**config.mk**
```make
export PLATFORM = sky130hd
export DESIGN_NAME = fault_response_stop_mode
export DESIGN_NICKNAME = d
export VERILOG_FILES = /design/src/design/fault_stop_pkg.sv /design/src/design/pin_sync.sv /design/src/design/fault_stop.sv
export VERILOG_INCLUDE_DIRS = /design/src /design/src/design
export SDC_FILE = /design/constraint.sdc
export NUM_CORES = 1
export LEC_CHECK = 0
export ABC_AREA = 1
export BUFFER_PORTS_ARGS = -buffer_cell sky130_fd_sc_hd__buf_2
export CAP_MARGIN = 0
export CORE_MARGIN = 5
export CORE_UTILIZATION = 41
export DETAILED_ROUTE_END_ITERATION = 16
export SLEW_MARGIN = 15
export SYNTH_ARGS = -nofsm -noshare
export SYNTH_HDL_FRONTEND = slang
export SYNTH_HIERARCHICAL = 1
export SYNTH_SLANG_ARGS = --single-unit
```
**constraint.sdc**
```tcl
create_clock -name mclk -period 2.5 [get_ports mclk]
set_input_delay 0.5 -clock mclk [delete_from_list [all_inputs] [get_ports mclk]]
set_output_delay 0.5 -clock mclk [all_outputs]
set_load 0.01 [all_outputs]
```
**src/design/fault_stop_params.svh**
```systemverilog
// constants for the stop-on-fault response block
`ifndef FAULT_STOP_PARAMS_SVH
`define FAULT_STOP_PARAMS_SVH
`define CLK_PERIOD_NS     8
`define OT_HOLD_MS        10
`define OT_HOLD_CYCLES    ((`OT_HOLD_MS * 1000000) / `CLK_PERIOD_NS)
`define OT_CNT_W          21
`define DEMAND_W          8
`define FLT_BSUV          0
`define FLT_OT            1
`define FLT_LOS           2
`define FLT_VDS           3
`define FLT_N             4
`endif

```
**src/design/fault_stop_pkg.sv**
```systemverilog
// types for the stop-on-fault response block
package fault_stop_pkg;
	typedef enum logic [1:0] {
		OT_IDLE  = 2'b00,
		OT_HELD  = 2'b01,
		OT_DELAY = 2'b10
	} ot_state_e;
endpackage

```
**src/design/pin_sync.sv**
```systemverilog
// three-stage pin synchroniser with agreement filter
`timescale 1ns/1ps
module pin_sync (
	// clock and reset
	input  wire logic mclk,
	input  wire logic resetn,
	// pin and filtered level
	input  wire logic pin,
	output logic      level
);
	logic s1_r, s2_r, s3_r, level_r, level_nxt;

	always_comb begin
		level_nxt = (s2_r == s3_r) ? s3_r : level_r;
	end

	always_ff @(posedge mclk or negedge resetn) begin
		if (!resetn) begin
			s1_r    <= 1'b0;
			s2_r    <= 1'b0;
			s3_r    <= 1'b0;
			level_r <= 1'b0;
		end else begin
			s1_r    <= pin;
			s2_r    <= s1_r;
			s3_r    <= s2_r;
			level_r <= level_nxt;
		end
	end

	assign level = level_r;
endmodule

```
**src/design/fault_stop.sv**
```systemverilog
// fault response logic, stop-on-fault mode
// Function
// - stop selected: bootstrap uv, overtemp, vds or sync loss drive all gates low
// - latched faults other than overtemp clear when demand is zero or run is written 0
// - status/diagnostic read clears latched faults other than overtemp, only while read-reset disable is 0
// - overtemp latches, stops regulator, resets host; clears 10 ms after removal
// - temperature warning never disables or latches; indication follows condition
`timescale 1ns/1ps
`include "fault_stop_params.svh"
module fault_response_stop_mode #(
	parameter int unsigned OT_HOLD = `OT_HOLD_CYCLES
) (
	// clock and reset
	input  wire logic                 mclk,
	input  wire logic                 resetn,
	// fault detector pins
	input  wire logic                 bootstrap_uv_pin,
	input  wire logic                 temp_warn_pin,
	input  wire logic                 overtemp_pin,
	input  wire logic                 sync_loss_pin,
	input  wire logic                 drain_source_voltage_pin,
	// configuration and control
	input  wire logic                 stop_on_fault_select,
	input  wire logic                 diag_read_reset_dis,
	input  wire logic                 run_bit,
	input  wire logic [`DEMAND_W-1:0] demand,
	input  wire logic                 status_read,
	// outputs
	output logic                      gate_enable,
	output logic [`FLT_N-1:0]         fault_latched,
	output logic                      temp_warn_flag,
	output logic                      logic_supply_regulator_en,
	output logic                      host_reset_out_n
);
	// ****************************************
	// pin synchronisers
	// ****************************************
	logic [`FLT_N-1:0] det;
	logic [`FLT_N-1:0] det_pin;
	logic              tw;
	assign det_pin = {drain_source_voltage_pin, sync_loss_pin, overtemp_pin, bootstrap_uv_pin};

	genvar gi;
	generate
		for (gi = 0; gi < `FLT_N; gi++) begin : g_sync
			pin_sync u_sync (
				.mclk   (mclk),
				.resetn (resetn),
				.pin    (det_pin[gi]),
				.level  (det[gi])
			);
		end
	endgenerate

	pin_sync u_tw (
		.mclk   (mclk),
		.resetn (resetn),
		.pin    (temp_warn_pin),
		.level  (tw)
	);

	// ****************************************
	// fault latches and gate control
	// ****************************************
	logic [`FLT_N-1:0] lat_r, lat_nxt;
	logic              gate_r, gate_nxt, tw_r, tw_nxt;
	logic              run_d_r, dem_zero_r, armed_r, armed_nxt;
	logic              clr_ctrl, clr_read, dem_zero;
	fault_stop_pkg::ot_state_e ot_r, ot_nxt;
	logic [`OT_CNT_W-1:0] cnt_r, cnt_nxt;

	assign dem_zero = (demand == '0);
	assign clr_ctrl = dem_zero || !run_bit;
	assign clr_read = status_read && !diag_read_reset_dis;

	always_comb begin
		lat_nxt = lat_r;
		for (int i = 0; i < `FLT_N; i++) begin
			if (i != `FLT_OT && (clr_ctrl || clr_read))
				lat_nxt[i] = 1'b0;
		end
		// set wins over clear: a live detector re-latches
		if (stop_on_fault_select)
			lat_nxt = lat_nxt | (det & ~(`FLT_N'(1) << `FLT_OT));
		lat_nxt[`FLT_OT] = (ot_r != fault_stop_pkg::OT_IDLE) || det[`FLT_OT];
		// re-enable needs a fresh run rise or demand leaving zero;
		// any latched fault disarms, so a read clear alone never restarts the bridge
		armed_nxt = armed_r;
		if (clr_ctrl || (lat_nxt != '0))
			armed_nxt = 1'b0;
		else if ((run_bit && !run_d_r) || (!dem_zero && dem_zero_r))
			armed_nxt = 1'b1;
		gate_nxt = armed_nxt && run_bit && !dem_zero && (lat_nxt == '0);
		tw_nxt   = tw;
	end

	// ****************************************
	// overtemperature hold timer
	// ****************************************
	always_comb begin
		ot_nxt  = ot_r;
		cnt_nxt = cnt_r;
		case (ot_r)
			fault_stop_pkg::OT_IDLE: begin
				if (det[`FLT_OT])
					ot_nxt = fault_stop_pkg::OT_HELD;
			end
			fault_stop_pkg::OT_HELD: begin
				cnt_nxt = '0;
				if (!det[`FLT_OT])
					ot_nxt = fault_stop_pkg::OT_DELAY;
			end
			fault_stop_pkg::OT_DELAY: begin
				if (det[`FLT_OT])
					ot_nxt = fault_stop_pkg::OT_HELD;
				else if (cnt_r == `OT_CNT_W'(OT_HOLD - 1))
					ot_nxt = fault_stop_pkg::OT_IDLE;
				else
					cnt_nxt = cnt_r + `OT_CNT_W'(1);
			end
			default: ot_nxt = fault_stop_pkg::OT_IDLE;
		endcase
	end

	always_ff @(posedge mclk or negedge resetn) begin
		if (!resetn) begin
			lat_r      <= '0;
			gate_r     <= 1'b0;
			tw_r       <= 1'b0;
			run_d_r    <= 1'b0;
			dem_zero_r <= 1'b1;
			armed_r    <= 1'b0;
			ot_r       <= fault_stop_pkg::OT_IDLE;
			cnt_r      <= '0;
		end else begin
			lat_r      <= lat_nxt;
			gate_r     <= gate_nxt;
			tw_r       <= tw_nxt;
			run_d_r    <= run_bit;
			dem_zero_r <= dem_zero;
			armed_r    <= armed_nxt;
			ot_r       <= ot_nxt;
			cnt_r      <= cnt_nxt;
		end
	end

	// ****************************************
	// regulator and host reset
	// ****************************************
	// both follow the overtemp latch; host held in reset until the first edge after resetn is released
	logic reg_en_r, reg_en_nxt, hrst_n_r, hrst_n_nxt;

	always_comb begin
		reg_en_nxt = !lat_nxt[`FLT_OT];
		hrst_n_nxt = !lat_nxt[`FLT_OT];
	end

	always_ff @(posedge mclk or negedge resetn) begin
		if (!resetn) begin
			reg_en_r <= 1'b1;
			hrst_n_r <= 1'b0;
		end else begin
			reg_en_r <= reg_en_nxt;
			hrst_n_r <= hrst_n_nxt;
		end
	end

	assign gate_enable               = gate_r;
	assign fault_latched             = lat_r;
	assign temp_warn_flag            = tw_r;
	assign logic_supply_regulator_en = reg_en_r;
	assign host_reset_out_n          = hrst_n_r;

	// ****************************************
	// assertions
	// ****************************************
	a_gate_off_fault: assert property (@(posedge mclk) disable iff (!resetn)
		(stop_on_fault_select && det != '0) |=> !gate_enable)
		else $error("gate on during fault");

	a_gate_needs_run: assert property (@(posedge mclk) disable iff (!resetn)
		(demand == '0 || !run_bit) |=> !gate_enable)
		else $error("gate on without run or demand");

	a_ctrl_clears: assert property (@(posedge mclk) disable iff (!resetn)
		(clr_ctrl && stop_on_fault_select && (det == '0)) |=> (fault_latched[`FLT_VDS] == 1'b0))
		else $error("control clear ignored");

	a_read_clears: assert property (@(posedge mclk) disable iff (!resetn)
		(status_read && !diag_read_reset_dis && det == '0)
		|=> !(fault_latched[`FLT_BSUV] || fault_latched[`FLT_LOS] || fault_latched[`FLT_VDS]))
		else $error("read clear ignored");

	a_read_blocked: assert property (@(posedge mclk) disable iff (!resetn)
		(fault_latched[`FLT_VDS] && status_read && diag_read_reset_dis && !clr_ctrl)
		|=> fault_latched[`FLT_VDS])
		else $error("read cleared while disabled");

	a_read_no_restart: assert property (@(posedge mclk) disable iff (!resetn)
		(status_read && fault_latched != '0 && $past(run_bit) && !$past(dem_zero)) |=> !gate_enable)
		else $error("read clear restarted gates");

	a_run_rearm: assert property (@(posedge mclk) disable iff (!resetn)
		(gate_enable == 1'b0 && $rose(run_bit) && !dem_zero && det == '0 && fault_latched == '0)
		##1 (run_bit && !dem_zero && det == '0 && lat_r == '0) |-> ##0 gate_enable)
		else $error("run restart failed");

	a_ot_reset: assert property (@(posedge mclk) disable iff (!resetn)
		det[`FLT_OT] |=> (!host_reset_out_n && !logic_supply_regulator_en && !gate_enable))
		else $error("overtemp actions missing");

	a_ot_hold: assert property (@(posedge mclk) disable iff (!resetn)
		$fell(det[`FLT_OT]) |=> !host_reset_out_n[*8])
		else $error("overtemp released early");

	a_warn_only: assert property (@(posedge mclk) disable iff (!resetn)
		(tw && det == '0 && lat_r == '0 && armed_r && run_bit && !dem_zero) |=> gate_enable)
		else $error("warning stopped gates");

	a_warn_no_latch: assert property (@(posedge mclk) disable iff (!resetn)
		(tw && det == '0 && fault_latched == '0) |=> (fault_latched == '0))
		else $error("warning latched a fault");

	// ****************************************
	// cover points
	// ****************************************
	c_fault_stop: cover property (@(posedge mclk) disable iff (!resetn) gate_enable ##1 !gate_enable);
	c_ot_release: cover property (@(posedge mclk) disable iff (!resetn) $rose(host_reset_out_n));
	c_read_clear: cover property (@(posedge mclk) disable iff (!resetn) clr_read && lat_r != '0);
	c_run_restart: cover property (@(posedge mclk) disable iff (!resetn) $rose(run_bit) ##1 gate_enable);
endmodule

```
# After elaboration in Yosys (flattened, before gate mapping)
# Index checks and enable logic that the tools add are counted.
# Widths: inputs -> output; s select.
dict set report word_totals {
  regBits 54
  latchBits 0
  ramBits 0
  mem_bits_ro 0
  input_bits 19
  word_cells 83
  memories 0
}
dict set report op_classes {
  add_sub_neg 1
  multipliers 0
  div_mod_pow 0
  order_cmp 0
  eq_ne 13
  shift 0
  n_mux 14
  bitwise 1
  reduce_logical 24
}
# operator n
set op_table {}
lappend op_table {{$mux 21} 2}
lappend op_table {{$pmux 21 s2} 1}
lappend op_table {{$add 21x1->21 const B} 1}
lappend op_table {{$eq 21x21->1 const B} 1}
lappend op_table {{$logic_not 8->1} 1}
lappend op_table {{$mux 2} 4}
lappend op_table {{$logic_and 1x1->1} 6}
lappend op_table {{$ne 2x2->1 const B} 3}
lappend op_table {{$pmux 2 s3} 1}
lappend op_table {{$reduce_and 3->1} 2}
lappend op_table {{$eq 1x1->1} 5}
lappend op_table {{$logic_not 1->1} 5}
lappend op_table {{$logic_or 1x1->1} 5}
lappend op_table {{$mux 1} 5}
lappend op_table {{$logic_not 4->1} 1}
lappend op_table {{$mux 4} 1}
lappend op_table {{$or 4x4->4} 1}
lappend op_table {{$reduce_bool 2->1} 2}
lappend op_table {{$reduce_bool 4->1} 1}
lappend op_table {{$ne 3x2->1 const B} 1}
lappend op_table {{$eq 2x1->1 const B} 1}
lappend op_table {{$eq 2x2->1 const B} 1}
lappend op_table {{$logic_not 2->1} 1}
lappend op_table {{$ne 2x1->1 const B} 1}

# Depth between registers and ports, before layout
dict set report logic_depth {
  word_depth 12
  ltp_mapped 11
}

# Hierarchy
# Netlist, hierarchy kept.
# mod n_inst cells_each area_per_inst_um2 seq_area_each_um2
set modules_own_cells {}
lappend modules_own_cells {fault_response_stop_mode 1 273 1985.7 853.3}
lappend modules_own_cells {pin_sync 5 8 116.4 100.1}

# Least setup slack after synthesis
# OpenSTA, ideal clock, no wires.
dict set report synth_timing {
  kind {reg-to-reg}
  start {register cnt_r[0]}
  end {register cnt_r[17]}
  setup_time_ps 119
  arrival_time_ps 1460
  setup_slack_ps 922
  path_stages_with_launch 10
  path_buffers 1
  synth_period_minus_slack_ps 1578
  path_cell_list {dfrtp_1 -> ha_1 -> nand3_4 -> nor2_4 -> nand3_2 -> nand2_2 -> nand2_4 -> buf_2 -> nand4_1 -> nand2_1}
}
dict set report synth_via {
  elab_chain_len 4
}
# item line_no
set synth_lines {}
lappend synth_lines {{start: declaration} fault_stop.sv:70} ;# logic [`OT_CNT_W-1:0] cnt_r, cnt_nxt;
lappend synth_lines {{start signal: assignment} fault_stop.sv:143} ;# cnt_r <= cnt_nxt;
lappend synth_lines {{$add 21x1->21} fault_stop.sv:119} ;# cnt_nxt = cnt_r + `OT_CNT_W'(1);
lappend synth_lines {{$mux 21} fault_stop.sv:116} ;# else if (cnt_r == `OT_CNT_W'(OT_HOLD - 1))
lappend synth_lines {{$mux 21} fault_stop.sv:114} ;# if (det[`FLT_OT])
lappend synth_lines {{$pmux 21 s2} fault_stop.sv:103} ;# case (ot_r)
# Parallel ways exist; a longest one is shown, timed or not. The select of a mux whose other input is x is not followed.
# A chain may end at the register's enable or synchronous reset.

# Final worst setup path
dict set report layout_timing {
  start {register cnt_r[0]}
  end {register cnt_r[3]}
}
# Same word-level chain as after synthesis.

==> results.json <==
{
  "status": "complete, no violations",
  "cts_resized": 0,
  "dieArea_mm2": 0.00795,
  "clock_sinks": 54,
  "drv_slew": 0,
  "tightest_slew_ns": 0.594,
  "critical_path_buf_inv_count": 1,
  "grt_usage": 0.141,
  "p_leak_nw": 1.33,
  "cts_tree": "done",
  "rsz0062_at_grt": "no",
  "ios": 27,
  "core_area_mm2": 0.00599,
  "portBuffers": 26,
  "grt_max_degree": 30,
  "clock-root-buffer": "clkbuf_8",
  "hold_violations": 0,
  "syn_inst": 313,
  "die_y_um": 89.1,
  "post-dp-hpwl_um": 3720,
  "grt_pass1_wl_um": 8580,
  "relSlewSlack": 0.604,
  "power.density_mw_per_mm2": 573,
  "grt_overflow_total": 0,
  "whs_ns": 0.176,
  "crit_type": "reg2reg",
  "wl_per_cell_um": 11.5,
  "nFillCells": 590,
  "final_nets": 364,
  "hold_path_class": "in2async",
  "finalClockSkew_ns": 0.00708,
  "route.detailed.drc": 0,
  "power_mw": 1.64,
  "r2r_slack_ns": 0.72,
  "crit_chain": "ha_1 -> nand3_4 -> nor2_4 -> nand3_2 -> nand2_2 -> nand2_4 -> inv_8 -> nand2_1 -> o21ai_1",
  "slowest_delay_ns": 0.44,
  "fmax_mhz": 561,
  "max-clock-path-buffers": 2,
  "grt_pass1_vias": 1903,
  "max_cap_violations": 0,
  "layout_common_cells": "nand2_1 (92), nor2_1 (53), dfrtp_1 (52), nand3_1 (30), buf_2 (26)",
  "start_util": 0.429,
  "drtIter0Drc": 59,
  "viasPerCell": 4.70,
  "cts_buffers": 5,
  "clkLatencyLatePin_ns": 0.31,
  "critical-path-top-delay-family": "simple AND/OR/NAND/NOR gates",
  "critPathLaunchType": "register",
  "cp_num_cells": 9,
  "row_count": 28,
  "final_common_cell": "nand2_1",
  "ir_drop_uv": 302,
  "clock_tree.htree_level_count": 2,
  "synth_warnings": 6,
  "setup_viol": 0,
  "syn-num-nets": 333,
  "worst_ep_arrival_time_ns": 2.02,
  "dr.pass1.iters": 4,
  "critPathLaunch": "cnt_r[0]",
  "antenna_found_initial": 0,
  "synth.distinct_cells": 31,
  "synth_area_mm2": 0.00257,
  "ctsHoldBuffers": 0,
  "die_x_um": 89.1,
  "gp_congestion": 0.874,
  "setup-tns-final_ns": 0,
  "ys_seq_area_frac": 0.527,
  "crit_path_max_fanout": 26,
  "end_kind": "register",
  "ff2ff_path_depth": 9,
  "fin_area_mm2": 0.00287,
  "drive_above_1_share": 0.168,
  "critPathSlowestCell": "dfrtp_1",
  "vias": 1975,
  "finalCritPeriodShare": 0.714,
  "avgSynthCellArea_um2": 8.20,
  "reg2reg_from": "cnt_r[0]",
  "placedInstanceArea_mm2": 0.00277,
  "postCtsSetupRepairBufs": 0,
  "period_needed_ns": 1.78,
  "diodes": 0,
  "finalWirelength_um": 4810,
  "ant_nets": 0,
  "clkTransAtPathRegs_ns": 0.10,
  "area_growth_pct": 11.7,
  "crit_required_ns": 2.74,
  "ys_seq_elements": 54
}
-- where the power goes --
| group | leakage, nW | switching [mW] | internal, mW | total (mW) |
|---|---|---|---|---|
| sequential | 0.686 | 0.0294 | 0.921 | 0.951 |
| combinational | 0.592 | 0.128 | 0.0532 | 0.182 |
| clock | 0.0502 | 0.303 | 0.208 | 0.511 |
-- registers in the layout (all words and copies together), names as in the netlist --
register,count
u_tw/level,1
run_d_r,1
dem_zero_r,1
g_sync.u_sync/level,4
logic_supply_regulator_en,1
cnt_r,21
gate_enable,1
u_tw/s3_r,1
u_tw/s1_r,1
fault_latched,4
ot_r,2
u_tw/s2_r,1
g_sync.u_sync/s2_r,4
temp_warn_flag,1
g_sync.u_sync/s1_r,4
host_reset_out_n,1
armed_r,1
g_sync.u_sync/s3_r,4
-- Yosys cell counts --
| library cell | number | area share |
|---|---|---|
| nand4_1 | 6 | 0.015 |
| nand2_4 | 1 | 0.0044 |
| buf_2 | 1 | 0.0019 |
| or2_2 | 3 | 0.0073 |
| dfstp_2 | 2 | 0.020 |
| inv_1 | 25 | 0.037 |
| and2_1 | 3 | 0.0073 |
| o21ai_1 | 4 | 0.0078 |
| xor2_1 | 7 | 0.024 |
| nand2_1 | 92 | 0.13 |
| inv_8 | 1 | 0.0044 |
| nor2_2 | 2 | 0.0049 |
| a21boi_0 | 1 | 0.0029 |
| o21bai_1 | 1 | 0.0029 |
| nand2_2 | 7 | 0.017 |
| xnor2_1 | 1 | 0.0034 |
| a21oi_1 | 5 | 0.0097 |
| nor2_4 | 1 | 0.0044 |
| o21ai_0 | 3 | 0.0058 |
| buf_8 | 1 | 0.0058 |
| clkbuf_1 | 1 | 0.0015 |
| nor2_1 | 53 | 0.077 |
| o21ai_2 | 3 | 0.010 |
| nor3_1 | 2 | 0.0039 |
| nand3_2 | 1 | 0.0039 |
| nand3_1 | 30 | 0.058 |
| nand3_4 | 1 | 0.0068 |
| buf_6 | 1 | 0.0044 |
| clkinv_1 | 1 | 0.0015 |
| dfrtp_1 | 52 | 0.51 |
| ha_1 | 1 | 0.0049 |
-- final timing paths --
check | to
worst min-delay path | g_sync[3].u_sync/s1_r
min in group mclk | u_tw/s1_r
worst min register to register | g_sync[2].u_sync/s2_r
worst max-delay path | cnt_r[3]
max in group asynchronous | logic_supply_regulator_en
worst max register to register | cnt_r[3]
-- cell type report --
cell class / count / area (um2) / share of cell area
Clock buffer: 5 / 68.8 / 0.0240
Clock inverter: 3 / 28.8 / 0.0100
Inverter: 27 / 109 / 0.0379
Multi-Input combinational cell: 228 / 1070 / 0.373
Sequential cell: 54 / 1350 / 0.472
Tap cell: 75 / 93.8 / 0.0327
Timing Repair Buffer: 28 / 145 / 0.0506
-- stage by stage --
stage | instances | setup WS [ns] | util
2_1_floorplan | 313 | 0.922 | -
3_3_place_gp | 412 | 0.803 | 0.463
3_5_place_dp | 412 | 0.732 | 0.463
4_1_cts | 420 | 0.712 | 0.479
5_1_grt | 420 | 0.498 | 0.479
6_report | 420 | 0.716 | 0.479
-- layer usage --
layer / global-route usage / vias up / part of all wire
met3: 0.0286 / 8 / 0.042
met5: 0 / - / 0
met2: 0.224 / 26 / 0.44
met4: 0.0555 / 0 / 0.016
li1: - / 1045 / -
met1: 0.191 / 896 / 0.50
-- cells by family (layout without fill, tap and decap cells) --
kind of cell | count (synthesis) | after routing | share of synthesized area
compound gates | 17 | 17 | 0.0395
xor+xnor | 8 | 8 | 0.0273
fa+ha+maj | 1 | 1 | 0.00487
buf+inv | 31 | 63 | 0.0560
flops | 54 | 54 | 0.527
simple gates | 202 | 202 | 0.345
Note: power is estimated with default switching activity, not from simulation.
